`src/lfb_regs.vh`:
```
/*
 Constants of the LCD frame and booster clock generator: register
 offsets, field positions, reset value and divider exponents.
 Assumes a byte-addressed Wishbone bus with 32-bit aligned words.
*/
`ifndef LFB_REGS_VH
`define LFB_REGS_VH

// Register byte offsets
`define LFB_CTRL_ADDR 8'h00
`define LFB_STAT_ADDR 8'h04

// Control register fields
`define LFB_DISP_BIT 7
`define LFB_BOOST_EN_BIT 6
`define LFB_BFREQ_HI 5
`define LFB_BFREQ_LO 4
`define LFB_DUTY_HI 3
`define LFB_DUTY_LO 2
`define LFB_FBASE_HI 1
`define LFB_FBASE_LO 0
`define LFB_CTRL_RESET 8'h00

// Drive method codes
`define LFB_DUTY_QUARTER 2'h0
`define LFB_DUTY_THIRD 2'h1
`define LFB_DUTY_HALF 2'h2
`define LFB_DUTY_STATIC 2'h3

// Frame base exponents, high-frequency clock
`define LFB_FC_BASE_0 5'h11
`define LFB_FC_BASE_1 5'h10
`define LFB_FC_BASE_2 5'h0F
`define LFB_FC_BASE_3 5'h0D
// Frame base exponents, low-frequency clock
`define LFB_FS_BASE_0 5'h09
`define LFB_FS_BASE_1 5'h08

// Booster exponents, high-frequency clock
`define LFB_FC_BOOST_0 5'h0D
`define LFB_FC_BOOST_1 5'h0B
`define LFB_FC_BOOST_2 5'h0A
`define LFB_FC_BOOST_3 5'h09
// Booster exponents, low-frequency clock
`define LFB_FS_BOOST_0 5'h05
`define LFB_FS_BOOST_1 5'h03
`define LFB_FS_BOOST_2 5'h02

// Divider chain lengths
`define LFB_FC_STAGES 17
`define LFB_FS_STAGES 9

`endif

```
`src/lfb_top.v`:
```
/*
 LCD frame and booster clock generator with a Wishbone classic slave.
 Assumes clk_i is the high-frequency clock and low_freq_clock_i is an
 asynchronous low-frequency clock pin; clock-mode inputs are on clk_i.
*/
// Decided for this implementation: the register addresses and the Wishbone register port.
// What this block does
// - Four drive methods are offered and chosen by a software-written field.
// - On the fast clock the frame base is that clock over 2^17/2^16/2^15/2^13.
// - On the slow clock the frame base is that clock over 2^9 or 2^8.
// - Frame rate is base for 1/4 and static, 4/3 base for 1/3, 2x for 1/2.
// - Booster enable 1 uses the internal booster, 0 the external divider.
// - Boost clock is fast over 2^13/2^11/2^10/2^9, or slow over 2^5/2^3/2^2.
`timescale 1ns/100ps
`include "lfb_regs.vh"
module lfb_top (
  input wire clk_i,
  input wire rst_i,
  input wire wb_cyc_i,
  input wire wb_stb_i,
  input wire wb_we_i,
  input wire [7:0] wb_adr_i,
  input wire [3:0] wb_sel_i,
  input wire [31:0] wb_dat_i,
  output reg [31:0] wb_dat_o,
  output reg wb_ack_o,
  input wire low_freq_clock_i,
  input wire dual_clock_mode_i,
  input wire prescaler_source_select_i,
  input wire system_clock_select_i,
  output reg base_tick_o,
  output reg frame_tick_o,
  output reg boost_tick_o,
  output reg [1:0] drive_method_o,
  output reg display_enable_o,
  output reg voltage_booster_enable_o,
  output reg ext_divider_select_o
);

  ////////////////////////////////////////////////////////////////////////
  // Register file
  reg [7:0] lcd_control_reg;
  reg fs_sync1;
  reg fs_sync2;
  reg fs_sync3;
  reg [1:0] third_count;
  reg [1:0] next_third_count;
  reg next_base;
  reg next_frame;
  reg next_boost;
  reg [4:0] base_exp;
  reg [4:0] boost_exp;
  reg boost_on_fast;
  wire [1:0] frame_base_select;
  wire [1:0] boost_freq_select;
  wire [1:0] duty;
  wire use_low;
  wire fs_rise;
  wire [`LFB_FC_STAGES-1:0] fc_taps;
  wire [`LFB_FS_STAGES-1:0] fs_taps;
  wire [`LFB_FC_STAGES-1:0] fs_wide;
  wire [`LFB_FC_STAGES-1:0] base_taps;
  wire [`LFB_FC_STAGES-1:0] boost_taps;
  wire bus_req;

  // Pick one divider stage by its exponent
  function tap;
    input [`LFB_FC_STAGES-1:0] v;
    input [4:0] e;
    begin
      tap = v[e - 5'h01];
    end
  endfunction

  assign frame_base_select = lcd_control_reg[`LFB_FBASE_HI:`LFB_FBASE_LO];
  assign boost_freq_select = lcd_control_reg[`LFB_BFREQ_HI:`LFB_BFREQ_LO];
  assign duty = lcd_control_reg[`LFB_DUTY_HI:`LFB_DUTY_LO];
  assign bus_req = wb_cyc_i & wb_stb_i & ~wb_ack_o;

  always @(posedge clk_i) begin
    if (rst_i) begin
      lcd_control_reg <= `LFB_CTRL_RESET;
      wb_ack_o <= 1'b0;
      wb_dat_o <= 32'h00000000;
    end else begin
      wb_ack_o <= bus_req;
      // Write lands on the edge where the master sees ack
      if (wb_ack_o && wb_cyc_i && wb_stb_i && wb_we_i && wb_sel_i[0] &&
        wb_adr_i == `LFB_CTRL_ADDR) begin
        lcd_control_reg <= wb_dat_i[7:0];
      end
      if (bus_req) begin
        if (wb_adr_i == `LFB_CTRL_ADDR) begin
          wb_dat_o <= {24'h000000, lcd_control_reg};
        end else if (wb_adr_i == `LFB_STAT_ADDR) begin
          wb_dat_o <= {29'h00000000, fs_sync2, use_low, boost_on_fast};
        end else begin
          wb_dat_o <= 32'h00000000;
        end
      end
    end
  end

  ////////////////////////////////////////////////////////////////////////
  // Low-frequency clock pin synchroniser and divider chains
  always @(posedge clk_i) begin
    if (rst_i) begin
      fs_sync1 <= 1'b0;
      fs_sync2 <= 1'b0;
      fs_sync3 <= 1'b0;
    end else begin
      fs_sync1 <= low_freq_clock_i;
      fs_sync2 <= fs_sync1;
      fs_sync3 <= fs_sync2;
    end
  end

  assign fs_rise = fs_sync2 & ~fs_sync3;
  assign use_low = system_clock_select_i |
    (dual_clock_mode_i & prescaler_source_select_i);

  lfb_divider #(
    .WIDTH(`LFB_FC_STAGES)
  ) u_fc_div (
    .clk_i(clk_i),
    .rst_i(rst_i),
    .tick_i(1'b1),
    .taps_o(fc_taps)
  );

  lfb_divider #(
    .WIDTH(`LFB_FS_STAGES)
  ) u_fs_div (
    .clk_i(clk_i),
    .rst_i(rst_i),
    .tick_i(fs_rise),
    .taps_o(fs_taps)
  );

  assign fs_wide = {{(`LFB_FC_STAGES-`LFB_FS_STAGES){1'b0}}, fs_taps};
  assign base_taps = use_low ? fs_wide : fc_taps;
  assign boost_taps = boost_on_fast ? fc_taps : fs_wide;

  ////////////////////////////////////////////////////////////////////////
  // Frame base, frame rate and booster clock selection
  always @* begin
    if (use_low) begin
      if (frame_base_select[0]) begin
        base_exp = `LFB_FS_BASE_1;
      end else begin
        base_exp = `LFB_FS_BASE_0;
      end
    end else begin
      case (frame_base_select)
        2'h0: base_exp = `LFB_FC_BASE_0;
        2'h1: base_exp = `LFB_FC_BASE_1;
        2'h2: base_exp = `LFB_FC_BASE_2;
        default: base_exp = `LFB_FC_BASE_3;
      endcase
    end
    boost_on_fast = ~use_low | (boost_freq_select == 2'h3);
    if (boost_on_fast) begin
      case (boost_freq_select)
        2'h0: boost_exp = `LFB_FC_BOOST_0;
        2'h1: boost_exp = `LFB_FC_BOOST_1;
        2'h2: boost_exp = `LFB_FC_BOOST_2;
        default: boost_exp = `LFB_FC_BOOST_3;
      endcase
    end else begin
      case (boost_freq_select)
        2'h0: boost_exp = `LFB_FS_BOOST_0;
        2'h1: boost_exp = `LFB_FS_BOOST_1;
        default: boost_exp = `LFB_FS_BOOST_2;
      endcase
    end
    next_base = tap(base_taps, base_exp);
    next_boost = tap(boost_taps, boost_exp);
    next_third_count = third_count;
    next_frame = 1'b0;
    case (duty)
      `LFB_DUTY_THIRD: begin
        // 4/3 of base: a quarter-period stage divided by three
        if (tap(base_taps, base_exp - 5'h01 - 5'h01)) begin
          if (third_count == 2'h2) begin
            next_third_count = 2'h0;
            next_frame = 1'b1;
          end else begin
            next_third_count = third_count + 2'h1;
          end
        end
      end
      `LFB_DUTY_HALF: next_frame = tap(base_taps, base_exp - 5'h01);
      default: next_frame = next_base;
    endcase
  end

  always @(posedge clk_i) begin
    if (rst_i) begin
      third_count <= 2'h0;
      base_tick_o <= 1'b0;
      frame_tick_o <= 1'b0;
      boost_tick_o <= 1'b0;
      drive_method_o <= `LFB_DUTY_QUARTER;
      display_enable_o <= 1'b0;
      voltage_booster_enable_o <= 1'b0;
      ext_divider_select_o <= 1'b1;
    end else begin
      third_count <= next_third_count;
      base_tick_o <= next_base;
      frame_tick_o <= next_frame;
      boost_tick_o <= next_boost & lcd_control_reg[`LFB_BOOST_EN_BIT];
      drive_method_o <= duty;
      display_enable_o <= lcd_control_reg[`LFB_DISP_BIT];
      voltage_booster_enable_o <= lcd_control_reg[`LFB_BOOST_EN_BIT];
      ext_divider_select_o <= ~lcd_control_reg[`LFB_BOOST_EN_BIT];
    end
  end

endmodule

```
`src/lfb_divider.v`:
```
/*
 Power-of-two divider chain: one output pulse per stage.
 Assumes tick_i is a one-cycle enable on clk_i.
*/
`timescale 1ns/100ps
module lfb_divider #(
  parameter WIDTH = 17
) (
  input wire clk_i,
  input wire rst_i,
  input wire tick_i,
  output wire [WIDTH-1:0] taps_o
);

  reg [WIDTH-1:0] count;

  always @(posedge clk_i) begin
    if (rst_i) begin
      count <= {WIDTH{1'b0}};
    end else if (tick_i) begin
      count <= count + {{(WIDTH-1){1'b0}}, 1'b1};
    end
  end

  // Bit k pulses once every 2^(k+1) ticks
  genvar k;
  generate
    for (k = 0; k < WIDTH; k = k + 1) begin : g_tap
      assign taps_o[k] = tick_i & (&count[k:0]);
    end
  endgenerate

endmodule

```
`config.mk`:
```
export PLATFORM = sky130hd
export DESIGN_NAME = lfb_top
export DESIGN_NICKNAME = d
export VERILOG_FILES = /design/src/lfb_top.v /design/src/lfb_divider.v
export VERILOG_INCLUDE_DIRS = /design/src
export SDC_FILE = /design/constraint.sdc
export NUM_CORES = 1
export LEC_CHECK = 0
export ABC_CLOCK_PERIOD_IN_PS = 7500
export BUFFER_PORTS_ARGS = -buffer_cell sky130_fd_sc_hd__buf_2
export CORE_MARGIN = 5
export CORE_UTILIZATION = 58
export DETAILED_ROUTE_END_ITERATION = 8
export PLACE_DENSITY = 0.86
export SETUP_SLACK_MARGIN = 0.02
export SLEW_MARGIN = 20
export SYNTH_ARGS = -nofsm -noshare
export SYNTH_HDL_FRONTEND = slang
export SYNTH_SLANG_ARGS = --single-unit
```
`constraint.sdc`:
```
create_clock -name clk_i -period 7.5 [get_ports clk_i]
set_input_delay 0.375 -clock clk_i [delete_from_list [all_inputs] [get_ports clk_i]]
set_output_delay 0.375 -clock clk_i [all_outputs]
set_load 0.1 [all_outputs]
```
# Yosys cells after proc, flatten, opt, wreduce, memory -nomap -nowiden
# Index checks and enable logic that the tools add are counted.
# op_classes
addsub,7
n_lt_le_gt_ge,4
n_eq_ne,9
muxes,22
bitwise_logic,20
reduce_logical,33
# ops
cell,n
17-bit 2-to-1 mux,2
"5-bit by 6-bit < comparator with 1-bit output, second input constant",4
1-bit binary-select mux with 5-bit select,4
"5-bit by 1-bit subtractor with 5-bit output, second input constant",4
9-bit AND reduction,2
"17-bit by 1-bit adder with 17-bit output, second input constant",1
17-bit AND reduction,1
16-bit AND reduction,1
8-bit AND reduction,2
5-bit case mux with 3 select lines,1
15-bit AND reduction,1
1-bit bitwise AND,14
14-bit AND reduction,1
7-bit AND reduction,2
13-bit AND reduction,1
12-bit AND reduction,1
6-bit AND reduction,2
11-bit AND reduction,1
"2-bit equality test, second input constant",5
5-bit 2-to-1 mux,2
10-bit AND reduction,1
5-bit AND reduction,2
"9-bit by 1-bit adder with 9-bit output, second input constant",1
3-bit case mux with 3 select lines,1
17 further kinds,38
# word_totals
reg_bits,80
in_bits,53
out_inout_bits,41
elab_cells,111

# Depth between registers and ports, before layout
# Gate-level depths: netlist (run 1).
# depth
word_depth,10
mapped_depth,12
ltp_nobuf,11

# Hierarchy
# A second synthesis (run 1) with hierarchy kept.
# unflattened
cells_unflattened,438
area_unflattened_um2,3796.1
# modules_own_cells
mod,instances,cells_per_inst,area_each_um2,seq_area_each_um2
lfb_top,1,276,2378.5,600.6
lfb_divider at u_fc_div,1,107,939.7,340.3
lfb_divider at u_fs_div,1,55,478.0,180.2

# Least setup slack after synthesis (run 1)
# No wires, ideal clock.
# synth_timing
kind,input -> register
from,in dual_clock_mode_i
to,reg third_count[1]
setup_ns,0.132
arrival_ns,2.566
required_time_ns,7.368
path_slack_ns,4.802
stages,11
n_path_buf,1
path_cell_list,a21o_4 > o21ai_2 > clkinv_1 > ha_1 > buf_6 > xnor2_1 > xnor3_1 > a311o_1 > o211a_1 > nand4_1 > a21oi_1
# synth_via
elab_chain_len,9
elab_cells_between_ends,10
cone_classes,3 x add/sub; 4 x mux; 2 x bitwise; 1 x reduce/logical
# synth_lines
item,line,text
"start, declared",lfb_top.v:28,"input wire dual_clock_mode_i,"
1-bit bitwise AND (*),lfb_top.v:120,(dual_clock_mode_i & prescaler_source_select_i);
1-bit bitwise OR (*),lfb_top.v:119,assign use_low = system_clock_select_i |
5-bit 2-to-1 mux,lfb_top.v:147,if (use_low) begin
5-bit by 1-bit subtractor with 5-bit output (2 in series),lfb_top.v:183,"if (tap(base_taps, base_exp - 5'h01 - 5'h01)) begin"
5-bit by 1-bit subtractor with 5-bit output,lfb_top.v:71,tap = v[e - 5'h01];
1-bit binary-select mux with 5-bit select (*),lfb_top.v:71,
1-bit 2-to-1 mux (not written as such) (*),lfb_top.v:71,
2-bit AND reduction (no line) (*),-,
"end signal, assigned",lfb_top.v:208,third_count <= next_third_count;
"end, declared",lfb_top.v:46,reg [1:0] third_count;
# Every way passes the cells marked *; elsewhere a longest branch is shown, timed or not. The select of a mux whose other input is x is not followed.
# A chain may end at the register's enable or synchronous reset.

# Worst setup path after layout (run 1)
# layout_timing
from,reg lcd_control_reg[1]
to,reg third_count[1]
# layout_via
elab_chain_len,9
elab_cells_between_ends,11
cone_classes,3 x add/sub; 2 x eq/ne; 4 x mux; 2 x reduce/logical
# layout_lines
item,line,text
"start, declared",lfb_top.v:42,reg [7:0] lcd_control_reg;
"start signal, assigned",lfb_top.v:82,lcd_control_reg <= `LFB_CTRL_RESET;
"start signal, assigned",lfb_top.v:90,lcd_control_reg <= wb_dat_i[7:0];
"2-bit equality test, or another cell as far along",lfb_top.v:154,case (frame_base_select)
5-bit case mux with 3 select lines (*),lfb_top.v:154,
5-bit 2-to-1 mux (*),lfb_top.v:147,
5-bit by 1-bit subtractor with 5-bit output (*) (2 in series),lfb_top.v:183,
5-bit by 1-bit subtractor with 5-bit output (*),lfb_top.v:71,
1-bit binary-select mux with 5-bit select (*),lfb_top.v:71,
1-bit 2-to-1 mux (not written as such) (*),lfb_top.v:71,
2-bit AND reduction (no line) (*),-,
# Marks and branches as above.

==> flow_summary.toml, run 1 <==
[clock_tree]
cts_resized = 0
cts_sinks = 56
clockBufferDepth = 2
clock_latency_ns = 0.32
cts_hold_buf = 0
postCtsSetupRepairBufs = 0
cts_tree = "built"
h-tree-depth = 2
clk_pin_slew_ns = 0.11
cts-root-buf = "clkbuf_8"
cts_buffers = 5

[floorplan]
die_w_um = 88.9
core.rowCount = 28
die_h_um = 88.9
io_pins = 94
dieArea_um2 = 7900
core_um2 = 5990
initial_core_util_pct = 60.2

[layout]
fin_cells = 536
final_area_um2 = 3750
reg_top3 = "u_fc_div.count (17), u_fs_div.count (9)"
diodes = 0
largest_reg_flops = 17
utilization_pct = 62.7
finalNetCount = 532
layout-drive-gt1-share_pct = 14.1
regMostFlops = "u_fc_div.count"
area_growth_pct = 4.06

[worst_setup_path]
crit_required_ns = 7.67
path_max_fanout = 11
path_cells = "inv_2 > o21ai_2 > clkinv_1 > ha_1 > xnor2_1 > xnor3_1 > a311o_1 > o211a_1 > nand4_1 > a21oi_1"
reg2reg_depth = 10
start_kind = "flip-flop"
cp-end-kind = "flip-flop"
regToRegEndpoint = "third_count[1]$_SDFFE_PP0P_"
r2r_slack_ns = 3.75
cp_slowest_cell = "dfxtp_1"
arrival_ns = 3.91
reg2reg_from = "lcd_control_reg[1]$_SDFFE_PP0P_"
path_class = "reg -> reg"
cpPeakStageDelay_ns = 0.59

[sta]
setup_tns_ns = 0
hold_violations = 0
slew_viol_final = 0
setup_viol = 0
period_share_pct = 49.9
timing.hold.ws_ns = 0.258
skew_ns = 0.00642
worst_slew_pin_slew_ns = 0.950
slew-limit-headroom_pct = 36.7
min_period_ns = 3.75
rsz0062_at_grt = "no"
fmaxAchievable_mhz = 267

[placed_design]
dp_hpwl_um = 6340
dp.cells = 528
place_area_um2 = 3660
gp_congestion = 0.962
io_buffers = 42

[grt]
antenna_found_initial = 0
gr-usage-met1_pct = 29.9
grt_max_degree = 55
grt_use_met3_pct = 4.47
grt_usage_pct = 22.3
use_met2_pct = 36.4
grt_first_pass_wirelength_um = 13800
grt_overflow_total = 0
gr-max-usage-layer = "met2"
grt_pass1_vias = 2860

[route]
wire_per_inst_um = 16.1
finalWirelength_um = 8620
drtAntennaViolNets = 0
drtIter0Drc = 299
first_pass_iters = 4
num_vias = 3165
via_per_inst = 5.90
route.detailed.drc = 0

[synthesis]
synth_fa_ha_area_share_pct = 6.59
avgSynthCellArea_um2 = 8.33
synth_common_cells = "dfxtp_1 (56), nor2_1 (55), nand2_1 (41), a21oi_1 (26), buf_4 (24)"
synthXorXnorAreaFrac_pct = 4.99
netlist.area_leader.share_pct = 31.1
synth_seq_area_share_pct = 31.1
synth.most_common_cell = "dfxtp_1"
synthTopCellsByArea = "dfxtp_1 (31%), ha_1 (6.6%), nor2_1 (5.7%)"
synth_compound_area_share_pct = 18.1
synth-async-reset-ratio_pct = 0
synth_flop_cell = "dfxtp_1"
yosys_warnings = 0
synth-seq-cells = 56
muxShareOfSynthArea_pct = 4.58
synth_largest_area_cell = "dfxtp_1"
synth_edf_count = 0
syn-cell-area_um2 = 3610
synth_top_family_by_area = "simple AND/OR/NAND/NOR gates"
synthSimpleGateAreaFrac_pct = 23.7
synth_cells = 433
ys_types = 69

[job]
drv_cap = 0

[hold_path]
whs_endpoint = "fs_sync1$_SDFF_PP0_"
min_from = "low_freq_clock_i"
hp-class = "in -> reg"
holdPathStages = 2

[status]
status = "complete, no violations"

[power]
max-vdd-ir-drop_uv = 122
power_density_nw_per_um2 = 151
p_leak_nw = 1.58
## worst max path at each step
| stage | from | to | slack [ns] | depth (start not counted) |
|---|---|---|---|---|
| floorplan | dual_clock_mode_i | third_count[1]$_SDFFE_PP0P_ | 4.80 | 11 |
| global placement | dual_clock_mode_i | third_count[1]$_SDFFE_PP0P_ | 3.83 | 11 |
| detailed placement | dual_clock_mode_i | third_count[1]$_SDFFE_PP0P_ | 3.75 | 11 |
| CTS | lcd_control_reg[1]$_SDFFE_PP0P_ | third_count[1]$_SDFFE_PP0P_ | 3.79 | 10 |
| global route | lcd_control_reg[1]$_SDFFE_PP0P_ | third_count[1]$_SDFFE_PP0P_ | 3.59 | 10 |
| finish | lcd_control_reg[1]$_SDFFE_PP0P_ | third_count[1]$_SDFFE_PP0P_ | 3.75 | 10 |
## stage by stage
stage / setup slack, ns / power, mW
2_1_floorplan: 4.80 / 0.399
3_3_place_gp: 3.83 / 0.398
3_5_place_dp: 3.75 / 0.400
4_1_cts: 3.79 / 0.569
5_1_grt: 3.59 / 0.587
6_report: 3.75 / 0.567
## worst max-delay path: cells and delay by family (launching register included)
| family | cells | cell delay, ns |
|---|---|---|
| AOI/OAI and AO/OA | 4 | 1.17 |
| DFF | 1 | 0.59 |
| adders and majority gates | 1 | 0.50 |
| and+or+nand+nor | 1 | 0.11 |
| buffers and inverters | 2 | 0.58 |
| xor gates and xnor gates | 2 | 0.64 |
## cell families after synthesis
logic type,Yosys count
and+or+nand+nor,169
muxes,15
adders and majority gates,19
buffers and inverters,60
other,1
DFF,56
AOI/OAI and AO/OA,94
xor gates and xnor gates,19
## metal layers
layer	routed length, um	vias up
li1	-	1548
met1	3710	1482
met2	4170	121
met3	623	14
met4	121	0
met5	0	-
## layout make-up
type	instances	area, um^2
Fill cell	559	2240
Multi-Input combinational cell	340	2180
Sequential cell	56	1120
Timing Repair Buffer	43	218
Tap cell	75	93.8
Clock buffer	5	68.8
Inverter	14	52.6
Clock inverter	3	21.3
## where the power goes
part	leakage (nW)	internal, mW	total (mW)	switching, mW
Clock	0.0445	0.0667	0.174	0.107
Combinational	1.08	0.0122	0.0902	0.0780
Sequential	0.453	0.300	0.303	0.00286
Total	1.58	0.379	0.567	0.188
## placed cells by master (no fill, tap or decap), types with 9 or more instances in the layout
cell and instances:
a21oi_1 26, nand2_1 41, xnor2_1 9, ha_1 19, xor2_1 9, buf_2 42, nand3_1 9, o21ai_0 14
conb_1 24, nor2b_1 12, nor2_1 55, mux2i_1 12, inv_1 12, nand4_1 9, dfxtp_1 56
No activity file was read; power rests on OpenSTA's default activity.
==> run 2: changes to the inputs <==
--- a/config.mk
+++ b/config.mk
@@ -6,12 +6,12 @@
 export SDC_FILE = /design/constraint.sdc
 export NUM_CORES = 1
 export LEC_CHECK = 0
-export ABC_CLOCK_PERIOD_IN_PS = 7500
+export ABC_CLOCK_PERIOD_IN_PS = 3100
 export BUFFER_PORTS_ARGS = -buffer_cell sky130_fd_sc_hd__buf_2
 export CORE_MARGIN = 5
-export CORE_UTILIZATION = 58
+export CORE_UTILIZATION = 48
 export DETAILED_ROUTE_END_ITERATION = 8
-export PLACE_DENSITY = 0.86
+export PLACE_DENSITY = 0.76
 export SETUP_SLACK_MARGIN = 0.02
 export SLEW_MARGIN = 20
 export SYNTH_ARGS = -nofsm -noshare
==> constraint.sdc (replaced) <==
create_clock -name clk_i -period 3.1 [get_ports clk_i]
set_input_delay 0.155 -clock clk_i [delete_from_list [all_inputs] [get_ports clk_i]]
set_output_delay 0.155 -clock clk_i [all_outputs]
set_load 0.1 [all_outputs]
==> flow_summary.toml, run 2 (synthesis gave the netlist of run 1 again) <==
[status]
status = "complete, no violations"

[route]
routed.top_layer = "met4"
drtIter0Drc = 249
via_per_inst = 5.62
route.detailed.drc = 0
wl_met3_um = 682
num_vias = 3212
drtAntennaViolNets = 0
wire_per_inst_um = 15.0
finalWirelength_um = 8580
wl_met2_um = 3970
first_pass_iters = 5
met1_length_um = 3700

[clock_tree]
cts_hold_buf = 0
clk_pin_slew_ns = 0.10
cts_sinks = 56
h-tree-depth = 2
cts_buffers = 5
postCtsSetupRepairBufs = 0
cts_resized = 0
clockBufferDepth = 2
cts-root-buf = "clkbuf_8"
clock_latency_ns = 0.31
cts_tree = "built"

[grt]
grt_first_pass_wirelength_um = 14400
grt_pass1_vias = 2969
grt_overflow_total = 0
antenna_found_initial = 0
grt_max_degree = 55
grt_usage_pct = 18.0

[sta]
setup_viol = 0
slew_viol_final = 0
timing.hold.ws_ns = 0.0495
fmaxAchievable_mhz = 360
period_share_pct = 89.7
slew-limit-headroom_pct = 37.1
worst_slew_pin_slew_ns = 0.944
min_period_ns = 2.78
skew_ns = 0.00482
rsz0062_at_grt = "no"
hold_violations = 0
setup_tns_ns = 0

[floorplan]
io_pins = 94
die_h_um = 96.7
die_w_um = 96.7
initial_core_util_pct = 49.5
core.rowCount = 31
dieArea_um2 = 9350
core_um2 = 7290

[worst_setup_path]
crit_required_ns = 3.30
start_kind = "flip-flop"
cpPeakStageDelay_ns = 0.39
critPathBufInv = 1
crit_family = "compound AO/OA/AOI/OAI gates"
cp_common_cell = "ha_1"
path_max_fanout = 10
cp_slowest_cell = "dfxtp_1"
cp-end-kind = "flip-flop"
arrival_ns = 2.98
path_class = "reg -> reg"
path_cells = "ha_1 > nand3_2 > inv_1 > ha_1 > and3b_1 > mux2i_1 > a21oi_1 > a22o_1 > a221o_1 > a41oi_1 > a2bb2oi_1"

[power]
p_leak_nw = 1.64
power_density_nw_per_um2 = 348
max-vdd-ir-drop_uv = 173

[layout]
reg_top3 = "u_fc_div.count (17), u_fs_div.count (9)"
n_fill_cell = 714
fin_cells = 572
area_growth_pct = 7.28
largest_reg_flops = 17
layout_commonest_cell = "dfxtp_1"
diodes = 0
finalNetCount = 544
regMostFlops = "u_fc_div.count"
layout-drive-gt1-share_pct = 16.1
layout_common_cells = "dfxtp_1 (56), nor2_1 (55), buf_2 (42), nand2_1 (41), a21oi_1 (26)"

[hold_path]
hp-class = "in -> reg"

[job]
drv_cap = 0

[placed_design]
gp_congestion = 0.970
io_buffers = 42
dp.cells = 564
dp_hpwl_um = 6460
[run 2: cell types whose count changed in the layout (fill, tap and decap cells not counted)]
cell / delta
buf_4: +12
clkbuf_1: +1
clkinvlp_4: -1
[run 2: through the flow]
step	setup WS (ns)	area, um^2	util (%)	power [mW]
after floorplan	0.476	3690	-	0.964
after global placement	0.410	3780	51.9	0.965
after detailed placement	0.286	3780	51.9	0.967
after CTS	0.350	3870	53.1	1.36
after global routing	0.122	3870	53.1	1.39
final	0.320	3870	53.1	1.35
[run 2: final timing paths]
path	from	end	slack, ns	cells past startpoint
setup / recovery	u_fs_div.count[0]$_SDFFE_PP0P_	frame_tick_o$_SDFF_PP0_	0.32	11
hold / removal	low_freq_clock_i	fs_sync1$_SDFF_PP0_	0.05	2
setup reg to reg	u_fs_div.count[0]$_SDFFE_PP0P_	frame_tick_o$_SDFF_PP0_	0.32	11
hold reg to reg	fs_sync1$_SDFF_PP0_	fs_sync2$_SDFF_PP0_	0.45	1
[run 2: area by class of cell]
cell class	count	area [um^2]	share of cell area, %
timing repair buffer	55	308	7.95
sequential	56	1120	29.0
multi-input combinational	340	2180	56.3
clock inverter	2	13.8	0.356
inverter	14	52.6	1.36
tap	99	124	3.20
clock buffer	6	72.6	1.88
[run 2: power by group]
part	total (mW)	internal, mW	switching [mW]
sequential	0.733	0.726	0.00659
clock	0.394	0.162	0.232
combinational	0.218	0.0302	0.188
[run 2: per-layer routing]
metal,vias up,GRT usage (%)
li1,1562,-
met1,1484,23.5
met2,142,29.0
met3,24,3.88
met4,0,7.02
met5,-,0
[run 2: worst reg2reg max path, stage by stage, from the launching register on]
cell and delay, ns:
dfxtp_1 0.39, ha_1 0.31, nand3_2 0.22, inv_1 0.12, ha_1 0.20, and3b_1 0.18
mux2i_1 0.21, a21oi_1 0.10, a22o_1 0.24, a221o_1 0.39, a41oi_1 0.24, a2bb2oi_1 0.08
==> run 3: changes to the inputs <==
--- a/config.mk
+++ b/config.mk
@@ -11,6 +11,7 @@
 export CORE_MARGIN = 5
 export CORE_UTILIZATION = 48
 export DETAILED_ROUTE_END_ITERATION = 8
+export HOLD_SLACK_MARGIN = 0.12
 export PLACE_DENSITY = 0.76
 export SETUP_SLACK_MARGIN = 0.02
 export SLEW_MARGIN = 20
==> flow_summary.toml, run 3 (synthesis gave the netlist of run 1 again) <==
[clock_tree]
cts_tree = "built"
cts-root-buf = "clkbuf_8"
clk_pin_slew_ns = 0.10
cts_sinks = 56
clock_latency_ns = 0.31
clockBufferDepth = 2
h-tree-depth = 2
cts_buffers = 5
cts_resized = 0

[sta]
min_period_ns = 2.75
rsz0062_at_grt = "no"
slew_viol_final = 0
skew_ns = 0.00466
timing.hold.ws_ns = 0.156
setup_ws_ns = 0.346
fmaxAchievable_mhz = 363
hold_violations = 0
worst_slew_pin_slew_ns = 0.947
slew-limit-headroom_pct = 36.9
period_share_pct = 88.8
setup_viol = 0
setup_tns_ns = 0

[route]
drtIter0Drc = 280
finalWirelength_um = 8600
wire_per_inst_um = 14.8
num_vias = 3263
route.detailed.drc = 0
first_pass_iters = 5
drtAntennaViolNets = 0
via_per_inst = 5.63

[power]
combPwrFrac_pct = 16.7
power_density_nw_per_um2 = 342
seqPwrFrac_pct = 54.2
power_mw = 1.35
clockPowerShare_pct = 29.0
p_leak_nw = 1.67
max-vdd-ir-drop_uv = 173
power.switching_uw = 427
p_int_uw = 925
switching_share_pct = 31.6

[floorplan]
dieArea_um2 = 9350
die_h_um = 96.7
core_um2 = 7290
initial_core_util_pct = 49.5
core.rowCount = 31
die_w_um = 96.7
io_pins = 94

[worst_setup_path]
cp-end-kind = "flip-flop"
path_max_fanout = 10
path_class = "reg -> reg"
reg2reg_depth = 11
r2r_slack_ns = 0.35
reg2reg_from = "u_fs_div.count[0]$_SDFFE_PP0P_"
start_kind = "flip-flop"
regToRegEndpoint = "frame_tick_o$_SDFF_PP0_"
crit_required_ns = 3.30
arrival_ns = 2.95

[layout]
layout_common_cells = "dfxtp_1 (56), nor2_1 (55), buf_2 (42), nand2_1 (41), a21oi_1 (26)"
n_fill_cell = 702
layout_commonest_cell = "dfxtp_1"
largest_reg_flops = 17
reg_top3 = "u_fc_div.count (17), u_fs_div.count (9)"
regMostFlops = "u_fc_div.count"
register_area_um2 = 1120
utilization_pct = 54.2
multi_input_area_um2 = 2180
area_growth_pct = 9.50
diodes = 0
finalNetCount = 552
layout-drive-gt1-share_pct = 15.8

[hold_path]
min_from = "wb_dat_i[1]"
holdPathStages = 3
hp-class = "in -> reg"
whs_endpoint = "lcd_control_reg[1]$_SDFFE_PP0P_"

[placed_design]
dpl_worst_slack_ns = 0.286
io_buffers = 42
dp_hpwl_um = 6460
gp_congestion = 0.970

[job]
drv_cap = 0

[grt]
grt_pass1_vias = 3000
grt_usage_pct = 18.2
antenna_found_initial = 0
grt_overflow_total = 0
grt_first_pass_wirelength_um = 14500
grt_max_degree = 55

[status]
status = "complete, no violations"
==> run 3: layout make-up <==
class | instances | area share [%]
Clock inverter | 2 | 0.348
Multi-Input combinational cell | 340 | 55.1
Sequential cell | 56 | 28.4
Inverter | 14 | 1.33
Tap cell | 99 | 3.14
Timing Repair Buffer | 63 | 9.82
Clock buffer | 6 | 1.84
==> run 3: power by group through the flow <==
| stage | logic [mW] | clock network, mW | registers (mW) |
|---|---|---|---|
| global route | 0.237 | 0.431 | 0.735 |
| finish | 0.226 | 0.392 | 0.733 |
| detailed placement | 0.217 | 0 | 0.750 |
| global placement | 0.216 | 0 | 0.750 |
| floorplan | 0.204 | 0 | 0.761 |
| CTS | 0.225 | 0.409 | 0.733 |
==> run 3: metal layers <==
| metal | global-route usage [%] | share of wire (%) |
|---|---|---|
| met5 | 0 | 0 |
| met4 | 7.78 | 3.4 |
| met3 | 4.03 | 7.7 |
| met2 | 29.2 | 46 |
| met1 | 23.3 | 43 |
==> run 3: how the worst max path moves through the flow <==
stage	cells after the start	slack, ns	startpoint	to
2_1_floorplan	11	0.48	lcd_control_reg[1]$_SDFFE_PP0P_	third_count[1]$_SDFFE_PP0P_
4_1_cts	11	0.35	u_fs_div.count[0]$_SDFFE_PP0P_	frame_tick_o$_SDFF_PP0_
5_1_grt	8	0.12	u_fc_div.count[0]$_SDFF_PP0_	third_count[1]$_SDFFE_PP0P_
6_report	11	0.35	u_fs_div.count[0]$_SDFFE_PP0P_	frame_tick_o$_SDFF_PP0_
3_5_place_dp	11	0.29	dual_clock_mode_i	third_count[1]$_SDFFE_PP0P_
3_3_place_gp	11	0.41	dual_clock_mode_i	third_count[1]$_SDFFE_PP0P_
==> run 3: what timing repair did <==
item                                   CTS  global route
setup buffers                            0             0
endpoints found under the hold margin    8             0
hold buffers                             8             0
==> run 3: worst max-delay path: stages (launching register included) <==
cell and delay (ns):
dfxtp_1 0.39, ha_1 0.31, nand3_2 0.21, inv_1 0.12
ha_1 0.20, and3b_1 0.18, mux2i_1 0.21, a21oi_1 0.10
a22o_1 0.24, a221o_1 0.39, a41oi_1 0.23, a2bb2oi_1 0.08
==> run 3: through the flow <==
| stage | area [um^2] | instances |
|---|---|---|
| final | 3950 | 580 |
| after global routing | 3950 | 580 |
| after CTS | 3950 | 580 |
| after detailed placement | 3780 | 564 |
| after global placement | 3780 | 564 |
| after floorplan | 3690 | 456 |
